File: src/rtl/wdcs_defines.svh
// Offsets, field positions, reset values and timing counts of the watchdog block
`ifndef WDCS_DEFINES_SVH
`define WDCS_DEFINES_SVH
`define WDCS_OFF_WDCTL 8'hd8
`define WDCS_OFF_IRQEN 8'he8
`define WDCS_OFF_IRQPRI 8'hf8
`define WDCS_OFF_TAKEY 8'hc7
`define WDCS_OFF_RSTCTL 8'hfc
`define WDCS_BIT_BAUD2 7
`define WDCS_BIT_POR 6
`define WDCS_BIT_IRQF 3
`define WDCS_BIT_RCAUSE 2
`define WDCS_BIT_RSTEN 1
`define WDCS_BIT_RESTART 0
`define WDCS_BIT_IRQEN 4
`define WDCS_BIT_IRQPRI 4
`define WDCS_IRQEN_RSVD 8'he0
`define WDCS_WDCTL_POR 8'h40
`define WDCS_KEY1 8'haa
`define WDCS_KEY2 8'h55
`define WDCS_KEY_MCS 3
`define WDCS_CLKS_PER_MC 4
`define WDCS_RST_DELAY 512
`define WDCS_TIMEOUT 20'h40000
`endif

File: src/rtl/wdcs_pkg.sv
// Types shared by the watchdog control and status block
package wdcs_pkg;
	typedef enum logic [1:0] {
		WDCS_KEY_IDLE,
		WDCS_KEY_HALF,
		WDCS_KEY_OPEN
	} wdcs_key_t;
	typedef enum logic [1:0] {
		WDCS_WD_RUN,
		WDCS_WD_DELAY
	} wdcs_wd_t;
endpackage : wdcs_pkg

File: src/rtl/wdcs_top.sv
// Watchdog control, status and timed-access logic behind an AXI4-Lite slave
`include "wdcs_defines.svh"
`timescale 1ns/1ns
`default_nettype none
module wdcs_top
	import wdcs_pkg::*;
#(
	parameter int TIMEOUT_CLKS = `WDCS_TIMEOUT,
	parameter int RST_DELAY = `WDCS_RST_DELAY,
	parameter int KEY_CLKS = `WDCS_KEY_MCS * `WDCS_CLKS_PER_MC
) (
	input wire logic aclk,
	input wire logic aresetn,
	input wire logic por_event,
	input wire logic ext_reset,
	input wire logic power_fail,
	input wire logic [31:0] s_axi_awaddr,
	input wire logic s_axi_awvalid,
	output logic s_axi_awready,
	input wire logic [31:0] s_axi_wdata,
	input wire logic [3:0] s_axi_wstrb,
	input wire logic s_axi_wvalid,
	output logic s_axi_wready,
	output logic [1:0] s_axi_bresp,
	output logic s_axi_bvalid,
	input wire logic s_axi_bready,
	input wire logic [31:0] s_axi_araddr,
	input wire logic s_axi_arvalid,
	output logic s_axi_arready,
	output logic [31:0] s_axi_rdata,
	output logic [1:0] s_axi_rresp,
	output logic s_axi_rvalid,
	input wire logic s_axi_rready,
	output logic watchdog_reset_out,
	output logic watchdog_irq_req,
	output logic watchdog_irq_high,
	output logic port1_baud_double
);
	logic [7:0] wdctl_reg;
	logic [7:0] irq_enable_reg;
	logic [7:0] irq_priority_reg;
	logic [31:0] aw_addr_reg;
	logic aw_have_reg;
	logic [31:0] w_data_reg;
	logic w_have_reg;
	logic [3:0] w_strb_reg;
	wdcs_key_t key_reg;
	logic [15:0] key_cnt_reg;
	wdcs_wd_t wd_reg;
	logic [31:0] wd_cnt_reg;
	logic [9:0] dly_cnt_reg;
	logic wd_fire;
	logic wd_reset;
	logic wr_go;
	logic [7:0] wr_off;
	logic [7:0] wr_byte;
	logic key_open;
	logic any_rst;
	logic [7:0] wdctl_next;

	function automatic logic [7:0] off_of(input logic [31:0] a);
		off_of = a[7:0];
	endfunction : off_of

	// Shared by the write response and the read response
	function automatic logic reg_mapped(input logic [7:0] off);
		case (off)
			`WDCS_OFF_WDCTL,
			`WDCS_OFF_IRQEN,
			`WDCS_OFF_IRQPRI,
			`WDCS_OFF_TAKEY,
			`WDCS_OFF_RSTCTL: reg_mapped = 1'b1;
			default: reg_mapped = 1'b0;
		endcase
	endfunction : reg_mapped

	// Write takes place once both address and data have been caught
	assign wr_go = aw_have_reg && w_have_reg && !s_axi_bvalid;
	assign wr_off = off_of(aw_addr_reg);
	// Only byte lane 0 carries register data
	assign wr_byte = w_strb_reg[0] ? w_data_reg[7:0] : 8'h00;
	assign key_open = (key_reg == WDCS_KEY_OPEN);
	// Compare with >= so no count value can step past expiry
	assign wd_fire = (wd_reg == WDCS_WD_RUN) && (wd_cnt_reg >= 32'(TIMEOUT_CLKS - 1));
	assign wd_reset = (wd_reg == WDCS_WD_DELAY) && (dly_cnt_reg == 10'(RST_DELAY - 1))
		&& wdctl_reg[`WDCS_BIT_RSTEN];
	assign any_rst = por_event || ext_reset || power_fail || watchdog_reset_out;

	// AXI write address and data channels, accepted in either order
	always_ff @(posedge aclk) begin
		if (!aresetn) begin
			aw_have_reg <= 1'b0;
			aw_addr_reg <= 32'h0;
			s_axi_awready <= 1'b0;
		end else if (wr_go) begin
			aw_have_reg <= 1'b0;
			s_axi_awready <= 1'b0;
		end else if (s_axi_awvalid && s_axi_awready) begin
			aw_have_reg <= 1'b1;
			aw_addr_reg <= s_axi_awaddr;
			s_axi_awready <= 1'b0;
		end else begin
			s_axi_awready <= !aw_have_reg && !s_axi_bvalid;
		end
	end

	always_ff @(posedge aclk) begin
		if (!aresetn) begin
			w_have_reg <= 1'b0;
			w_data_reg <= 32'h0;
			w_strb_reg <= 4'h0;
			s_axi_wready <= 1'b0;
		end else if (wr_go) begin
			w_have_reg <= 1'b0;
			s_axi_wready <= 1'b0;
		end else if (s_axi_wvalid && s_axi_wready) begin
			w_have_reg <= 1'b1;
			w_data_reg <= s_axi_wdata;
			w_strb_reg <= s_axi_wstrb;
			s_axi_wready <= 1'b0;
		end else begin
			s_axi_wready <= !w_have_reg && !s_axi_bvalid;
		end
	end

	always_ff @(posedge aclk) begin
		if (!aresetn) begin
			s_axi_bvalid <= 1'b0;
			s_axi_bresp <= 2'h0;
		end else if (wr_go) begin
			s_axi_bvalid <= 1'b1;
			// Unmapped offsets answer with an error and change no register, though any write still drops a half-entered key
			s_axi_bresp <= reg_mapped(wr_off) ? 2'h0 : 2'h2;
		end else if (s_axi_bready) begin
			s_axi_bvalid <= 1'b0;
		end
	end

	// Read channel: one cycle from address to data
	always_ff @(posedge aclk) begin
		if (!aresetn) begin
			s_axi_arready <= 1'b0;
			s_axi_rvalid <= 1'b0;
			s_axi_rdata <= 32'h0;
			s_axi_rresp <= 2'h0;
		end else if (s_axi_rvalid) begin
			if (s_axi_rready) begin
				s_axi_rvalid <= 1'b0;
			end
			s_axi_arready <= 1'b0;
		end else if (s_axi_arvalid && s_axi_arready) begin
			s_axi_arready <= 1'b0;
			s_axi_rvalid <= 1'b1;
			s_axi_rresp <= reg_mapped(off_of(s_axi_araddr)) ? 2'h0 : 2'h2;
			case (off_of(s_axi_araddr))
				`WDCS_OFF_WDCTL: s_axi_rdata <= {24'h0, wdctl_reg};
				`WDCS_OFF_IRQEN: s_axi_rdata <= {24'h0, irq_enable_reg | `WDCS_IRQEN_RSVD};
				`WDCS_OFF_IRQPRI: s_axi_rdata <= {24'h0, irq_priority_reg};
				`WDCS_OFF_TAKEY: s_axi_rdata <= {31'h0, key_open};
				`WDCS_OFF_RSTCTL: s_axi_rdata <= 32'h0;
				default: s_axi_rdata <= 32'h0;
			endcase
		end else begin
			s_axi_arready <= 1'b1;
		end
	end

	// Timed-access unlock; any other key write relocks
	always_ff @(posedge aclk) begin
		if (!aresetn) begin
			key_reg <= WDCS_KEY_IDLE;
			key_cnt_reg <= 16'h0;
		end else if (wr_go && wr_off == `WDCS_OFF_TAKEY) begin
			key_cnt_reg <= 16'h0;
			if (wr_byte == `WDCS_KEY1) begin
				key_reg <= WDCS_KEY_HALF;
			end else if (wr_byte == `WDCS_KEY2 && key_reg == WDCS_KEY_HALF) begin
				key_reg <= WDCS_KEY_OPEN;
			end else begin
				key_reg <= WDCS_KEY_IDLE;
			end
		end else if (key_reg == WDCS_KEY_HALF && wr_go) begin
			key_reg <= WDCS_KEY_IDLE; // Key pair must be back to back
		end else if (key_reg == WDCS_KEY_OPEN) begin
			// Counted in core clocks, so a slow bus shortens the usable window
			if (key_cnt_reg == 16'(KEY_CLKS - 1)) begin
				key_reg <= WDCS_KEY_IDLE;
			end else begin
				key_cnt_reg <= key_cnt_reg + 16'h1;
			end
		end
	end

	// Watchdog timeout counter and post-interrupt reset delay
	// Every reset source restarts the count, so no stale expiry follows
	always_ff @(posedge aclk) begin
		if (!aresetn || any_rst || wdctl_reg[`WDCS_BIT_RESTART]) begin
			wd_reg <= WDCS_WD_RUN;
			wd_cnt_reg <= 32'h0;
			dly_cnt_reg <= 10'h0;
		end else begin
			case (wd_reg)
				WDCS_WD_RUN: begin
					if (wd_fire) begin
						wd_reg <= WDCS_WD_DELAY;
						dly_cnt_reg <= 10'h0;
					end else begin
						wd_cnt_reg <= wd_cnt_reg + 32'h1;
					end
				end
				WDCS_WD_DELAY: begin
					if (dly_cnt_reg == 10'(RST_DELAY - 1)) begin
						wd_reg <= WDCS_WD_RUN;
						wd_cnt_reg <= 32'h0;
					end else begin
						dly_cnt_reg <= dly_cnt_reg + 10'h1;
					end
				end
				default: wd_reg <= WDCS_WD_RUN;
			endcase
		end
	end

	// Reset pulse, one cycle, RST_DELAY + 1 clocks after the timeout cycle (registered from wd_reset)
	always_ff @(posedge aclk) begin
		if (!aresetn) begin
			watchdog_reset_out <= 1'b0;
		end else begin
			watchdog_reset_out <= wd_reset;
		end
	end

	// Next control value; hardware sets land after software clears
	always_comb begin
		wdctl_next = wdctl_reg;
		if (por_event) begin
			wdctl_next = `WDCS_WDCTL_POR;
		end else if (ext_reset) begin
			// Reset cause and reset enable survive an external reset
			wdctl_next[`WDCS_BIT_BAUD2] = 1'b0;
			wdctl_next[5] = 1'b0;
			wdctl_next[`WDCS_BIT_IRQF] = 1'b0;
			wdctl_next[`WDCS_BIT_RESTART] = 1'b0;
		end else begin
			wdctl_next[`WDCS_BIT_RESTART] = 1'b0;
			if (power_fail) begin
				wdctl_next[`WDCS_BIT_RCAUSE] = 1'b0;
			end
			if (wr_go && wr_off == `WDCS_OFF_WDCTL && w_strb_reg[0]) begin
				wdctl_next[`WDCS_BIT_BAUD2] = wr_byte[`WDCS_BIT_BAUD2];
				wdctl_next[`WDCS_BIT_RCAUSE] = wr_byte[`WDCS_BIT_RCAUSE] && !power_fail;
				// Locked writes leave the protected bits as they were
				if (key_open) begin
					wdctl_next[`WDCS_BIT_POR] = wr_byte[`WDCS_BIT_POR];
					wdctl_next[`WDCS_BIT_RSTEN] = wr_byte[`WDCS_BIT_RSTEN];
					wdctl_next[`WDCS_BIT_IRQF] = wr_byte[`WDCS_BIT_IRQF];
					wdctl_next[`WDCS_BIT_RESTART] = wr_byte[`WDCS_BIT_RESTART];
				end
			end
			if (wd_fire) begin
				wdctl_next[`WDCS_BIT_IRQF] = 1'b1;
			end
			if (wd_reset) begin
				wdctl_next[`WDCS_BIT_RCAUSE] = 1'b1;
			end
		end
	end

	// Control register state
	always_ff @(posedge aclk) begin
		if (!aresetn) begin
			wdctl_reg <= `WDCS_WDCTL_POR;
		end else begin
			wdctl_reg <= wdctl_next;
		end
	end

	// Reserved upper bits are not stored; the read path forces them high
	always_ff @(posedge aclk) begin
		if (!aresetn) begin
			irq_enable_reg <= 8'h00;
		end else if (wr_go && w_strb_reg[0] && wr_off == `WDCS_OFF_IRQEN) begin
			irq_enable_reg <= {3'h0, wr_byte[4:0]};
		end
	end

	always_ff @(posedge aclk) begin
		if (!aresetn) begin
			irq_priority_reg <= 8'h00;
		end else if (wr_go && w_strb_reg[0] && wr_off == `WDCS_OFF_IRQPRI) begin
			irq_priority_reg <= {3'h0, wr_byte[4:0]};
		end
	end

	// Enable bit 4 gates the request; the flag itself is never masked
	always_ff @(posedge aclk) begin
		if (!aresetn) begin
			watchdog_irq_req <= 1'b0;
		end else begin
			watchdog_irq_req <= wdctl_reg[`WDCS_BIT_IRQF] && irq_enable_reg[`WDCS_BIT_IRQEN];
		end
	end

	// Priority only steers the controller; it never blocks the request
	always_ff @(posedge aclk) begin
		if (!aresetn) begin
			watchdog_irq_high <= 1'b0;
		end else begin
			watchdog_irq_high <= irq_priority_reg[`WDCS_BIT_IRQPRI];
		end
	end

	// Baud doubling is handed straight to the serial port
	always_ff @(posedge aclk) begin
		if (!aresetn) begin
			port1_baud_double <= 1'b0;
		end else begin
			port1_baud_double <= wdctl_reg[`WDCS_BIT_BAUD2];
		end
	end
endmodule : wdcs_top
`default_nettype wire

File: config.mk
export PLATFORM = sky130hd
export DESIGN_NAME = wdcs_top
export DESIGN_NICKNAME = d
export VERILOG_FILES = /design/src/rtl/wdcs_pkg.sv /design/src/rtl/wdcs_top.sv
export VERILOG_INCLUDE_DIRS = /design/src /design/src/rtl
export SDC_FILE = /design/constraint.sdc
export NUM_CORES = 1
export LEC_CHECK = 0
export ABC_AREA = 1
export BUFFER_PORTS_ARGS = -buffer_cell sky130_fd_sc_hd__buf_2
export CORE_ASPECT_RATIO = 0.75
export CORE_MARGIN = 5
export CORE_UTILIZATION = 40
export DETAILED_ROUTE_END_ITERATION = 8
export GPL_ROUTABILITY_DRIVEN = 1
export GPL_TIMING_DRIVEN = 1
export SYNTH_ARGS = -nofsm -noshare
export SYNTH_HDL_FRONTEND = slang
export SYNTH_SLANG_ARGS = --single-unit
File: constraint.sdc
create_clock -name aclk -period 2.85 [get_ports aclk]
set_input_delay 0.1425 -clock aclk [delete_from_list [all_inputs] [get_ports aclk]]
set_output_delay 0.1425 -clock aclk [all_outputs]
set_load 0.005 [all_outputs]
==> out/results.txt <==
status: complete, no violations
share of the synthesized area in the top cell type: 0.409
gpl congestion: 0.867
Total Die Area: 16600 µm²
First-pass DRT Iterations: 5
DR vias/cell: 4.73
setup TNS: 0 ns
critical path class: flip-flop to flip-flop
clock-pin slew on the worst setup and hold paths: 0.06 ns
TritonCTS Buffers: 17
Crit Reg-Reg Startpoint: key_cnt_reg[0]
Final nets: 961
Iter 0 DRT Violations: 342
antenna fix cells: 0
Post-synth EDFFs: 0
area share of fa/ha/maj cells after synthesis: 0.00666
Setup-failing EPs final: 0
sequential power share: 0.402
Seq/Total Area, Yosys: 0.409
DRC Markers: 0
CTS max path bufs: 2
period utilisation layout: 0.694
peak supply drop: 413 µV
number of antenna violations at the first check in global routing: 0
max reg flops: 32
starting density of the core: 0.410
Synth cell types: 44
max cap viols: 0
CP endpoint kind: flip-flop
#FFs+latches synth: 115
RSZ-0062 raised after global routing: false
crit path launch: key_cnt_reg[0]
Internal: 3.20 mW
Die H: 113 µm
Post-Layout Inst Area: 6660 µm²
Final Skew: 0.0167 ns
Max Freq: 0.506 GHz
Max Fanout on Critical Path: 18
Hold Startpoint: s_axi_awaddr[0]
die width: 147 µm
Main synth FF type: dfxtp_1
WL/cell: 12.4 µm
share of cells above drive strength 1: 0.170
Area Overhead vs Synth: 18.1%
vias in the first global route: 4616
Comb pwr share: 0.042
clock network fraction of total power: 0.555
CP Data Required Time: 3.15 ns
post-synthesis mux area share: 0
CP Launch Type: flip-flop
core footprint: 13700 µm²
DR vias: 4896
Antenna Violating Nets Remaining: 0
Warnings, synthesis: 0
Final Hold Fails: 0
CTS root buf: clkbuf_16
most frequent cell after synthesis: nand2_1
Total Routing Usage GR: 0.163
IO Pins: 155
Synth Area per Inst: 7.21 µm²
largest net degree at the start of global routing: 38
Buffers on Ports: 53
# H-tree levels: 4
power density cells: 618 nW/µm²
Post-Synth Simple-Gate Area: 0.334
gr ovfl total: 0
num rows: 37
Synth Area in XOR/XNOR: 0.0155
post-DP HPWL: 9260 µm
total net switching power: 920 µW
max-slew violation count: 0
Final Critical Period: 1.98 ns
Synth area leaders: dfxtp_1, nand2_1, inv_1, nor2_1, a21oi_1
first-pass GRT wire length: 22000 µm
area leader, netlist: dfxtp_1
switching portion of total power: 0.224
Placed Area: 5910 µm²
Synth Cell Area: 5630 µm²
Post-synth ARST share: 0
main combinational cell family by area after synthesis: simple AND/OR/NAND/NOR gates
top post-synthesis cells by count: nand2_1, dfxtp_1, inv_1
Compound-Gate Fraction of Synth Area: 0.106
total wire length: 12900 µm
WP data arrival: 2.28 ns
Skew-Pair Late Insertion Delay: 0.41 ns
TritonCTS clock tree: yes
Static Leak: 2.78 nW
CTS Sinks: 115
Mapped Cells: 781
HP Class: input port to flip-flop
-- layout by cell type, fill, tap and decap left out, drive strengths merged, types with 4 or more instances in the layout --
| cell type | synthesis | layout |
|---|---|---|
| nand2 | 174 | 174 |
| dfxtp | 115 | 115 |
| inv | 103 | 105 |
| nor2 | 99 | 99 |
| a21oi | 59 | 59 |
| nand3 | 58 | 58 |
| buf | 40 | 57 |
| o21ai | 45 | 45 |
| nor3 | 34 | 34 |
| conb | 1 | 26 |
| clkbuf | 4 | 18 |
| nand4 | 17 | 17 |
| dlygate4sd3 | 0 | 10 |
| xor2 | 9 | 9 |
| clkinv | 1 | 5 |
| o21bai | 4 | 4 |
| clkinvlp | 0 | 4 |
| bufinv | 0 | 4 |
-- final timing paths --
check              endpoint  slack, ns  cells past startpoint
max          key_cnt_reg[5]       0.87                      9
max reg2reg  key_cnt_reg[5]       0.87                      9
min reg2reg  wd_cnt_reg[18]       0.43                      2
min          aw_addr_reg[0]       0.01                      3
-- through the flow --
step                hold WS [ns]  setup slack [ns]  power, mW  std cells   util
global route              0.0223             0.682       4.27       1036  0.484
global placement           0.366             0.945       1.85        994  0.430
finish                    0.0111             0.873       4.12       1036  0.484
floorplan                  0.272              1.27       1.82        806      -
CTS                      0.00666             0.898       4.16       1036  0.484
detailed placement         0.371             0.918       1.85        994  0.430
-- per-layer routing --
| metal | track usage | vias to the layer above | share of wire |
|---|---|---|---|
| li1 | - | 2598 | - |
| met1 | 0.243 | 2175 | 0.55 |
| met2 | 0.230 | 119 | 0.40 |
| met5 | 0 | - | 0 |
| met3 | 0.0456 | 4 | 0.048 |
| met4 | 0.0428 | 0 | 0.0044 |
-- power groups by stage --
stage | logic, mW | registers, mW | clock network [mW]
CTS | 0.173 | 1.66 | 2.33
finish | 0.173 | 1.66 | 2.29
floorplan | 0.128 | 1.69 | 0
global placement | 0.161 | 1.69 | 0
global route | 0.198 | 1.66 | 2.41
detailed placement | 0.162 | 1.69 | 0
-- cell type report --
class                   instances  area [µm²]
fillers                      1418        7090
multi-input cells             543        2700
flip-flops and latches        115        2300
clock buffers                  18         439
repair buffers                 67         395
inverters                     104         393
well taps                     175         219
clock inverters                14         203
-- logic make-up (layout without fill, tap and decap cells) --
| family | after synthesis | count (layout) |
|---|---|---|
| buffers and inverters | 148 | 203 |
| adder cells (fa/ha/maj) | 3 | 3 |
| flip-flops | 115 | 115 |
| AO/OA/AOI/OAI | 115 | 115 |
| XOR/XNOR | 10 | 10 |
| other | 1 | 26 |
| AND/OR/NAND/NOR | 389 | 389 |
-- critical path, stage by stage, from the launching register on --
cell     delay (ns)
dfxtp_1        0.33
ha_1           0.25
nand2_1        0.08
nor2_1         0.04
nand2_1        0.14
nand2_2        0.24
inv_1          0.43
nand2_1        0.15
o21ai_0        0.17
nor2_1         0.05
-- what timing repair did --
item                                   CTS  global route
buffers inserted                         0             0
resized for setup                        0             0
endpoints found under the hold margin   10             0
hold buffers                            10             0
No activity file was read; power rests on OpenSTA's default activity.
